===== src/core/lrr_pkg.sv =====
// package: constants and carrier types for the literal-return/rotate unit
package lrr_pkg;
    // ------------------------------------------------------------
    // widths and encodings
    // ------------------------------------------------------------
    localparam int DATA_W = 8;
    localparam int ADDR_W = 7;
    localparam int PC_W = 15;
    localparam int MSB_BIT = 7;
    localparam logic DEST_ACC = 1'h0;
    localparam logic DEST_FILE = 1'h1;
    localparam logic [7:0] ACC_RESET = 8'h00;
    localparam logic CARRY_RESET = 1'h0;
    localparam logic [14:0] PC_RESET = 15'h0000;
    localparam logic [6:0] ADDR_RESET = 7'h00;
    localparam int RET_CYCLES = 2;

    typedef enum logic [1:0] {
        LRR_OP_NONE = 2'b00,
        LRR_OP_RET_LIT = 2'b01,
        LRR_OP_ROT_LEFT = 2'b10
    } lrr_op_t;

    // one instruction as issued by the decoder
    typedef struct packed {
        lrr_op_t op;
        logic [7:0] literal;
        logic [6:0] file_addr;
        logic dest;
    } lrr_instr_t;

    // write-back towards the data memory
    typedef struct packed {
        logic we;
        logic [6:0] addr;
        logic [7:0] data;
    } lrr_file_wr_t;
endpackage : lrr_pkg


===== src/core/lrr_exec.sv =====
// module: execution of return_with_literal and rotate_left_through_carry
// ------------------------------------------------------------
// Notes on behaviour
// - return_with_literal loads its 8-bit literal into the accumulator.
// - return_with_literal pops the stack, pc takes stack_top_entry.
// - return_with_literal is one word, two cycles, and keeps all flags.
// - rotate_left_through_carry shifts left, carry in at bit 0, out at 7.
// - for rotate, destination 0 writes the accumulator, 1 writes the file register.
// ------------------------------------------------------------
module lrr_exec #(
    // widths; data and file address held to the carrier structs, PC_W only checked to be at least 1
    parameter int DATA_W = lrr_pkg::DATA_W,
    parameter int ADDR_W = lrr_pkg::ADDR_W,
    parameter int PC_W = lrr_pkg::PC_W,
    // cycles taken by return_with_literal
    parameter int RET_CYCLES = lrr_pkg::RET_CYCLES
) (
    // clock and reset
    input wire logic ref_clk,
    input wire logic resetn,
    // instruction issue, valid while ready
    input wire lrr_pkg::lrr_instr_t instr,
    input wire logic instr_valid,
    output logic instr_ready,
    // data memory operand port, read data combinational for addr
    output logic [ADDR_W-1:0] file_raddr,
    input wire logic [DATA_W-1:0] file_rdata,
    output lrr_pkg::lrr_file_wr_t file_wr,
    // return stack
    input wire logic [PC_W-1:0] stack_top_entry,
    output logic stack_pop,
    // program counter load
    output logic pc_load,
    output logic [PC_W-1:0] pc_value,
    // accumulator and carry
    output logic [DATA_W-1:0] acc,
    output logic carry
);
    // ------------------------------------------------------------
    // state
    // ------------------------------------------------------------
    typedef enum logic [0:0] {
        LRR_ST_IDLE = 1'b0,
        LRR_ST_RET2 = 1'b1
    } lrr_state_t;

    lrr_state_t state_q, state_d;
    logic [DATA_W-1:0] acc_q, acc_d;
    logic carry_q, carry_d;
    logic pop_q, pop_d;
    logic pc_load_q, pc_load_d;
    logic [PC_W-1:0] pc_q, pc_d;
    lrr_pkg::lrr_file_wr_t wr_q, wr_d;
    logic ready_q, ready_d;

    // ------------------------------------------------------------
    // elaboration checks
    // ------------------------------------------------------------
    // idle plus one wait state
    localparam int RET_STATES = 2;

    if (DATA_W != lrr_pkg::DATA_W) begin : g_bad_data_w
        $error("data width must match the instruction literal");
    end
    if (DATA_W != lrr_pkg::MSB_BIT + 1) begin : g_bad_msb
        $error("rotate needs the carry-out bit at the top of the data");
    end
    if (ADDR_W != lrr_pkg::ADDR_W) begin : g_bad_addr_w
        $error("file address width must match the instruction field");
    end
    if (PC_W < 1) begin : g_bad_pc_w
        $error("program counter needs at least one bit");
    end
    if (RET_CYCLES != RET_STATES) begin : g_bad_ret
        $error("return state machine serves only two cycles");
    end

    // ------------------------------------------------------------
    // decode
    // ------------------------------------------------------------
    wire logic take = instr_valid && ready_q;
    wire logic is_ret = take && (instr.op == lrr_pkg::LRR_OP_RET_LIT);
    wire logic is_rot = take && (instr.op == lrr_pkg::LRR_OP_ROT_LEFT);
    wire logic [DATA_W-1:0] rot_val = {file_rdata[lrr_pkg::MSB_BIT - 1:0],
                                carry_q};
    wire logic rot_cout = file_rdata[lrr_pkg::MSB_BIT];
    wire logic to_file = instr.dest == lrr_pkg::DEST_FILE;

    assign file_raddr = instr.file_addr;

    // ------------------------------------------------------------
    // next state
    // ------------------------------------------------------------
    always_comb begin
        state_d = state_q;
        acc_d = acc_q;
        carry_d = carry_q;
        pop_d = 1'b0;
        pc_load_d = 1'b0;
        pc_d = pc_q;
        wr_d = '{we: 1'b0, addr: wr_q.addr, data: wr_q.data};
        ready_d = ready_q;
        case (state_q)
            LRR_ST_IDLE: begin
                if (is_ret) begin
                    acc_d = instr.literal;
                    pop_d = 1'b1;
                    pc_load_d = 1'b1;
                    pc_d = stack_top_entry;
                    ready_d = 1'b0;
                    state_d = LRR_ST_RET2;
                end else if (is_rot) begin
                    carry_d = rot_cout;
                    if (to_file) begin
                        wr_d = '{we: 1'b1, addr: instr.file_addr,
                                 data: rot_val};
                    end else begin
                        acc_d = rot_val;
                    end
                end
            end
            LRR_ST_RET2: begin
                ready_d = 1'b1;
                state_d = LRR_ST_IDLE;
            end
            default: begin
                state_d = LRR_ST_IDLE;
                ready_d = 1'b1;
            end
        endcase
    end

    // ------------------------------------------------------------
    // registers
    // ------------------------------------------------------------
    always_ff @(posedge ref_clk) begin
        if (!resetn) begin
            state_q <= LRR_ST_IDLE;
            acc_q <= lrr_pkg::ACC_RESET;
            carry_q <= lrr_pkg::CARRY_RESET;
            pop_q <= 1'b0;
            pc_load_q <= 1'b0;
            pc_q <= PC_W'(lrr_pkg::PC_RESET);
            wr_q <= '{we: 1'b0, addr: lrr_pkg::ADDR_RESET,
                      data: lrr_pkg::ACC_RESET};
            ready_q <= 1'b1;
        end else begin
            state_q <= state_d;
            acc_q <= acc_d;
            carry_q <= carry_d;
            pop_q <= pop_d;
            pc_load_q <= pc_load_d;
            pc_q <= pc_d;
            wr_q <= wr_d;
            ready_q <= ready_d;
        end
    end

    // ------------------------------------------------------------
    // outputs
    // ------------------------------------------------------------
    assign instr_ready = ready_q;
    assign acc = acc_q;
    assign carry = carry_q;
    assign stack_pop = pop_q;
    assign pc_load = pc_load_q;
    assign pc_value = pc_q;
    assign file_wr = wr_q;

    // ------------------------------------------------------------
    // return checks
    // ------------------------------------------------------------
    ret_acc_load_a: assert property (
        @(posedge ref_clk) disable iff (!resetn)
        is_ret |=> acc == $past(instr.literal))
        else $error("literal not loaded into accumulator");
    ret_pc_pop_a: assert property (
        @(posedge ref_clk) disable iff (!resetn)
        is_ret |=> stack_pop && pc_load
            && pc_value == $past(stack_top_entry))
        else $error("return did not pop stack into pc");
    ret_pulse_once_a: assert property (
        @(posedge ref_clk) disable iff (!resetn)
        is_ret |=> ##1 !stack_pop && !pc_load)
        else $error("return pulses longer than one cycle");
    pc_hold_a: assert property (
        @(posedge ref_clk) disable iff (!resetn)
        !is_ret |=> !stack_pop && !pc_load
            && $stable(pc_value))
        else $error("stack or pc touched without a return");
    ret_two_cycle_a: assert property (
        @(posedge ref_clk) disable iff (!resetn)
        is_ret |=> !instr_ready ##1 instr_ready)
        else $error("return not two cycles");
    ret_flags_kept_a: assert property (
        @(posedge ref_clk) disable iff (!resetn)
        is_ret |=> $stable(carry))
        else $error("return changed carry");
    ret_no_write_a: assert property (
        @(posedge ref_clk) disable iff (!resetn)
        is_ret |=> !file_wr.we)
        else $error("return wrote the file register");

    // ------------------------------------------------------------
    // rotate checks
    // ------------------------------------------------------------
    rot_value_a: assert property (
        @(posedge ref_clk) disable iff (!resetn)
        is_rot && !to_file |=>
            acc == {$past(file_rdata[6:0]), $past(carry)})
        else $error("rotate result wrong");
    rot_file_data_a: assert property (
        @(posedge ref_clk) disable iff (!resetn)
        is_rot && to_file |=>
            file_wr.data == {$past(file_rdata[6:0]), $past(carry)})
        else $error("rotate file data wrong");
    rot_carry_a: assert property (
        @(posedge ref_clk) disable iff (!resetn)
        is_rot |=> carry == $past(file_rdata[7]))
        else $error("rotate carry wrong");
    rot_file_dest_a: assert property (
        @(posedge ref_clk) disable iff (!resetn)
        is_rot && to_file |=> file_wr.we && $stable(acc)
            && file_wr.addr == $past(instr.file_addr))
        else $error("rotate file write wrong");
    rot_acc_dest_a: assert property (
        @(posedge ref_clk) disable iff (!resetn)
        is_rot && !to_file |=> !file_wr.we)
        else $error("rotate wrote file for accumulator dest");
    rot_one_cycle_a: assert property (
        @(posedge ref_clk) disable iff (!resetn)
        is_rot |=> instr_ready && !stack_pop)
        else $error("rotate not single cycle");
    idle_quiet_a: assert property (
        @(posedge ref_clk) disable iff (!resetn)
        !is_ret && !is_rot |=> $stable(acc) && $stable(carry)
            && !file_wr.we)
        else $error("state changed with no instruction taken");
endmodule : lrr_exec


===== config.mk =====
export PLATFORM = sky130hd
export DESIGN_NAME = lrr_exec
export DESIGN_NICKNAME = d
export VERILOG_FILES = /design/src/core/lrr_pkg.sv /design/src/core/lrr_exec.sv
export SDC_FILE = /design/constraint.sdc
export NUM_CORES = 1
export LEC_CHECK = 0
export BUFFER_PORTS_ARGS = -buffer_cell sky130_fd_sc_hd__buf_2
export CAP_MARGIN = 10
export CORE_ASPECT_RATIO = 1.4
export CORE_MARGIN = 3
export CORE_UTILIZATION = 49
export CTS_CLUSTER_SIZE = 25
export DETAILED_ROUTE_END_ITERATION = 8
export HOLD_SLACK_MARGIN = 0.02
export PLACE_DENSITY = 0.85
export SYNTH_ARGS = -nofsm -noshare
export SYNTH_HDL_FRONTEND = slang
export SYNTH_SLANG_ARGS = --single-unit

===== constraint.sdc =====
create_clock -name ref_clk -period 3.15 [get_ports ref_clk]
set_input_delay 0.1575 -clock ref_clk [delete_from_list [all_inputs] [get_ports ref_clk]]
set_output_delay 0.1575 -clock ref_clk [all_outputs]
set_load 0.005 [all_outputs]

## After elaboration in Yosys (flattened, before gate mapping)

Cells that the tools add are included.

- Word-level logic and storage cells: 35
- Register bits after elaboration: 43
- Input port bits: 44

- Reductions and logical operators: 10
- Equality and inequality tests: 4
- Bitwise operators: 4
- Multiplexer cells: 8

Operators with widths:

| operator | count |
|---|---|
| two-way mux 8 bit | 3 |
| two-way mux 16 bit | 1 |
| AND reduction 3 bit | 2 |
| NOT 1 bit | 4 |
| one-hot mux 1 bit (2 select lines) | 2 |
| AND reduction 4 bit | 1 |
| OR reduction 4 bit | 1 |
| logical AND 1 bit | 3 |
| == test 2 x 1 -> 1 bit (second input constant) | 1 |
| == test 2 bit (second input constant) | 1 |
| two-way mux 1 bit | 2 |
| != test 2 x 1 -> 1 bit (second input constant) | 1 |
| != test 2 bit (second input constant) | 1 |
| AND reduction 2 bit | 1 |
| nonzero test 2 bit | 1 |
| OR reduction 2 bit | 1 |

## Longest topological paths before layout

- Depth in word-level cells: 4
- Mapped depth: 6

## Worst setup path before layout

Ideal clock, no wire load.

- Path type: reg2reg
- From: register ready_q, in the netlist instr_ready
- To: register wr_q, in the netlist file_wr[0]
- Arrival time: 1.262 ns
- Required time: 3.078 ns
- Period minus slack after synthesis: 1.334 ns
- Library setup time: 0.072 ns
- Buffers on the path: 1
- Cell stages (with the launch flop): 5
- Path slack: 1.816 ns
- Cell sequence: dfxtp_1 > nand3b_4 > nor3_4 > buf_6 > mux2i_1

- Longest elaborated chain between the ends: 4

Ends and longest elaborated chain:

| what | line | RTL |
|---|---|---|
| start: declaration | lrr_exec.sv:54 | `logic ready_q, ready_d;` |
| start signal: assignment | lrr_exec.sv:155 | `ready_q <= ready_d;` |
| logical AND 1 bit * | lrr_exec.sv:81 | `wire logic take = instr_valid && ready_q;` |
| logical AND 1 bit | lrr_exec.sv:82 | `wire logic is_ret = take && (instr.op == lrr_pkg::LRR_OP_RET_LIT);` |
| NOT 1 bit (no line) | - |  |
| AND reduction 4 bit (no line) * | - |  |
| end signal: assignment | lrr_exec.sv:144 | `wr_q <= '{we: 1'b0, addr: lrr_pkg::ADDR_RESET,` |
| end signal: assignment | lrr_exec.sv:154 | `wr_q <= wr_d;` |
| end: declaration | lrr_exec.sv:53 | `lrr_pkg::lrr_file_wr_t wr_q, wr_d;` |

Mark *: on every way between the ends. The rest lies on a longest branch, timed or not.
A chain may end at the register's enable or synchronous reset.

## Final worst setup path

- From: register ready_q, in the netlist instr_ready
- To: register wr_q, in the netlist file_wr[9]

Same word-level chain as after synthesis.

==> impl_results.md <==
* Status: complete, no violations
* Final slew viol count at 0
* Layout Skew at roughly 0.0057 ns
* Die area at ~4700 µm²
* H-tree levels at 2
* Pin count of the biggest net entering global routing at 32
* Via count at around 1,800
* Die Wd at a little under 60 µm
* Vias in the first global route at between 1,500 and 2,000
* Sink Count at 42
* Switch share at 0.2553
* Share of layout cells above drive strength 1 at 0.4014
* Final Hold Viols at 0
* Arr. time, crit path at about 2 ns
* Vias per Instance at 5.377
* Slowest cell on crit path: nor3_4
* Largest fanout on the critical path at 19
* Netlist Area Pre-Place at roughly 1900 µm²
* Clk root buf: clkbuf_8
* First-pass DRT Iterations at 4
* CP top delay family: simple AND/OR/NAND/NOR gates
* Die Y at around 80 µm
* Rel. slew slack at 0.3263
* Core Util, Final at 0.6404
* Routability Congestion at between 0.7 and 0.8
* Net switching power at roughly 0.27 mW
* Clk Latency, worst-skew pair at approximately 0.29 ns
* Commonest cells after routing, fill and taps aside: buf_2, dfxtp_1, nand2_1
* Total GRT Usage at 0.2032
* Initial antenna violation count at 0
* Min Tclk post-route at around 1.8 ns
* 1st-iter DRT viols at about 110
* Post-CTS Setup Inserts at 0
* Routed wire per std cell at between 10 and 15 µm
* Crit-path max cell delay at slightly below 0.8 ns
* Post-synthesis cell type count at 25
* DRC Markers at 0
* Cells after synthesis at 205
* Setup TNS Final at 0 ns
* Unrepaired setup endpoints after global routing: no
* ANT cells at 0
* CTS tree: yes
* Routed Antenna Nets at 0
* Routed WL at around 4500 µm
* Clk pwr share at 0.329
* Fin crit share at 0.5678
* CTS Hold Bufs at 0
* HP Class: in2reg
* Most common cell after layout, fill and taps aside: buf_2
* Max Freq at between 500 and 600 MHz
* Final Total Pwr at ~1.1 mW
* Post-synthesis sequential area ratio at 0.4415
* Crit start category: flip-flop
* # IOs at between 90 and 100
* Post-CTS sizing at 0
* Int Power at 0.7921 mW
* Setup violators final at 0
* Clk slew on worst S/H paths at about 0.08 ns
* IO Port Bufs at just over 90
* Syn_area_per_cell at a little over 9 µm²
* CORE AREA at around 3700 µm²
* Starting Density at 0.5135
* WP buf/inv at 0
* Number of nets in the layout at between 300 and 400
* Row count at 26
* Area Growth Syn to Fin at 24.70%
* Slew @ Worst Pin at just over 1 ns
* Crit path cell chain: nand3b_4, nor3_4, mux2i_1
* Worst EP required at approximately 3.4 ns
* Worst setup EP type: flip-flop
* Sequential Power Share at 0.526
* Worst hold margin at between 0.1 and 0.15 ns
* Ys Warns at 0
* Cts bufs inserted at 5
* Post-Syn Nets at between 200 and 250
* Critical path class: reg2reg
* Leakage at approximately 1.1 nW
* Peak supply drop at between 0.4 and 0.5 mV
* Comb power frac at 0.145
* Flop and latch count out of synthesis at between 40 and 50
* Detail Placement HPWL at about 3300 µm
* First-pass GRT wire length at ~7400 µm
* Max cap viols at 0
* PD cells at approximately 450 nW/µm²
* Residual overflow from global routing at 0
* CTS max path bufs at 2
[state kept, by name (all words and copies together), names as in the netlist]
name / cells
pc_load: 1
pc_value: 15
acc: 8
carry: 1
instr_ready: 1
file_wr: 16
[stage by stage]
step / instance area, µm² / worst slack [ns] / instances
CTS: 2375 / 1.329 / 326
global placement: 2283 / 1.420 / 318
detailed placement: 2283 / 1.335 / 318
global route: 2375 / 1.179 / 326
floorplan: 1904 / 1.816 / 205
finish: 2375 / 1.361 / 326
[path summary, 6_finish.rpt]
kind | end | start | slack, ns | depth (start not counted)
setup / recovery | file_wr[9] | instr_ready | 1.36 | 3
hold reg to reg | file_wr[2] | file_wr[2] | 0.45 | 2
hold / removal | pc_value[0] | stack_top_entry[0] | 0.11 | 3
setup reg to reg | file_wr[9] | instr_ready | 1.36 | 3
[synthesized netlist by cell type (all sizes together)]
master,instances,share of area
dfxtp,42,0.44
nand2,31,0.061
mux2i,23,0.12
a21oi,16,0.042
buf,16,0.064
o21ai,16,0.042
nand3,15,0.039
nor3,10,0.032
a2111oi,8,0.063
nor2,8,0.016
clkbuf,7,0.014
nand2b,2,0.0066
nand4b,2,0.0092
a211o,1,0.0046
and3b,1,0.0046
clkinv,1,0.0020
inv,1,0.0020
nand3b,1,0.011
nor2b,1,0.0033
nor3b,1,0.0099
nor4,1,0.0033
o21a,1,0.0079
[cell families after synthesis]
kind of cell           share of synthesized area
and+or+nand+nor                           0.1958
AOI/OAI and AO/OA                         0.1597
DFF                                       0.4415
buffers and inverters                    0.08213
muxes                                     0.1209
[layer usage]
layer  share of wire  vias up  track usage
li1                -      869            -
met1            0.39      801       0.2472
met2            0.49       75       0.3345
met3            0.10        8      0.06958
met4           0.014        0      0.06122
met5               0        -            0
[area by class of cell]
type	instances	area, µm²
clock buffer	7	86.33
clock inverter	1	5.005
fill	355	1334
inverter	2	7.507
multi-input combinational	138	909.6
sequential	42	840.8
tap	42	52.55
timing repair buffer	94	473.0
[worst reg2reg max path: cells and delay by family (launching register included)]
| kind | cells | cell delay [ns] |
|---|---|---|
| flops | 1 | 0.43 |
| simple gates | 2 | 1.01 |
| mux | 1 | 0.28 |
[power by group through the flow]
stage,clock [mW],combinational [mW],sequential [mW]
after floorplan,0,0.0989,0.572
after global placement,0,0.153,0.571
after detailed placement,0,0.157,0.571
after CTS,0.359,0.157,0.559
after global routing,0.385,0.174,0.561
final,0.350,0.155,0.559
Note: power is estimated with default switching activity, not from simulation.
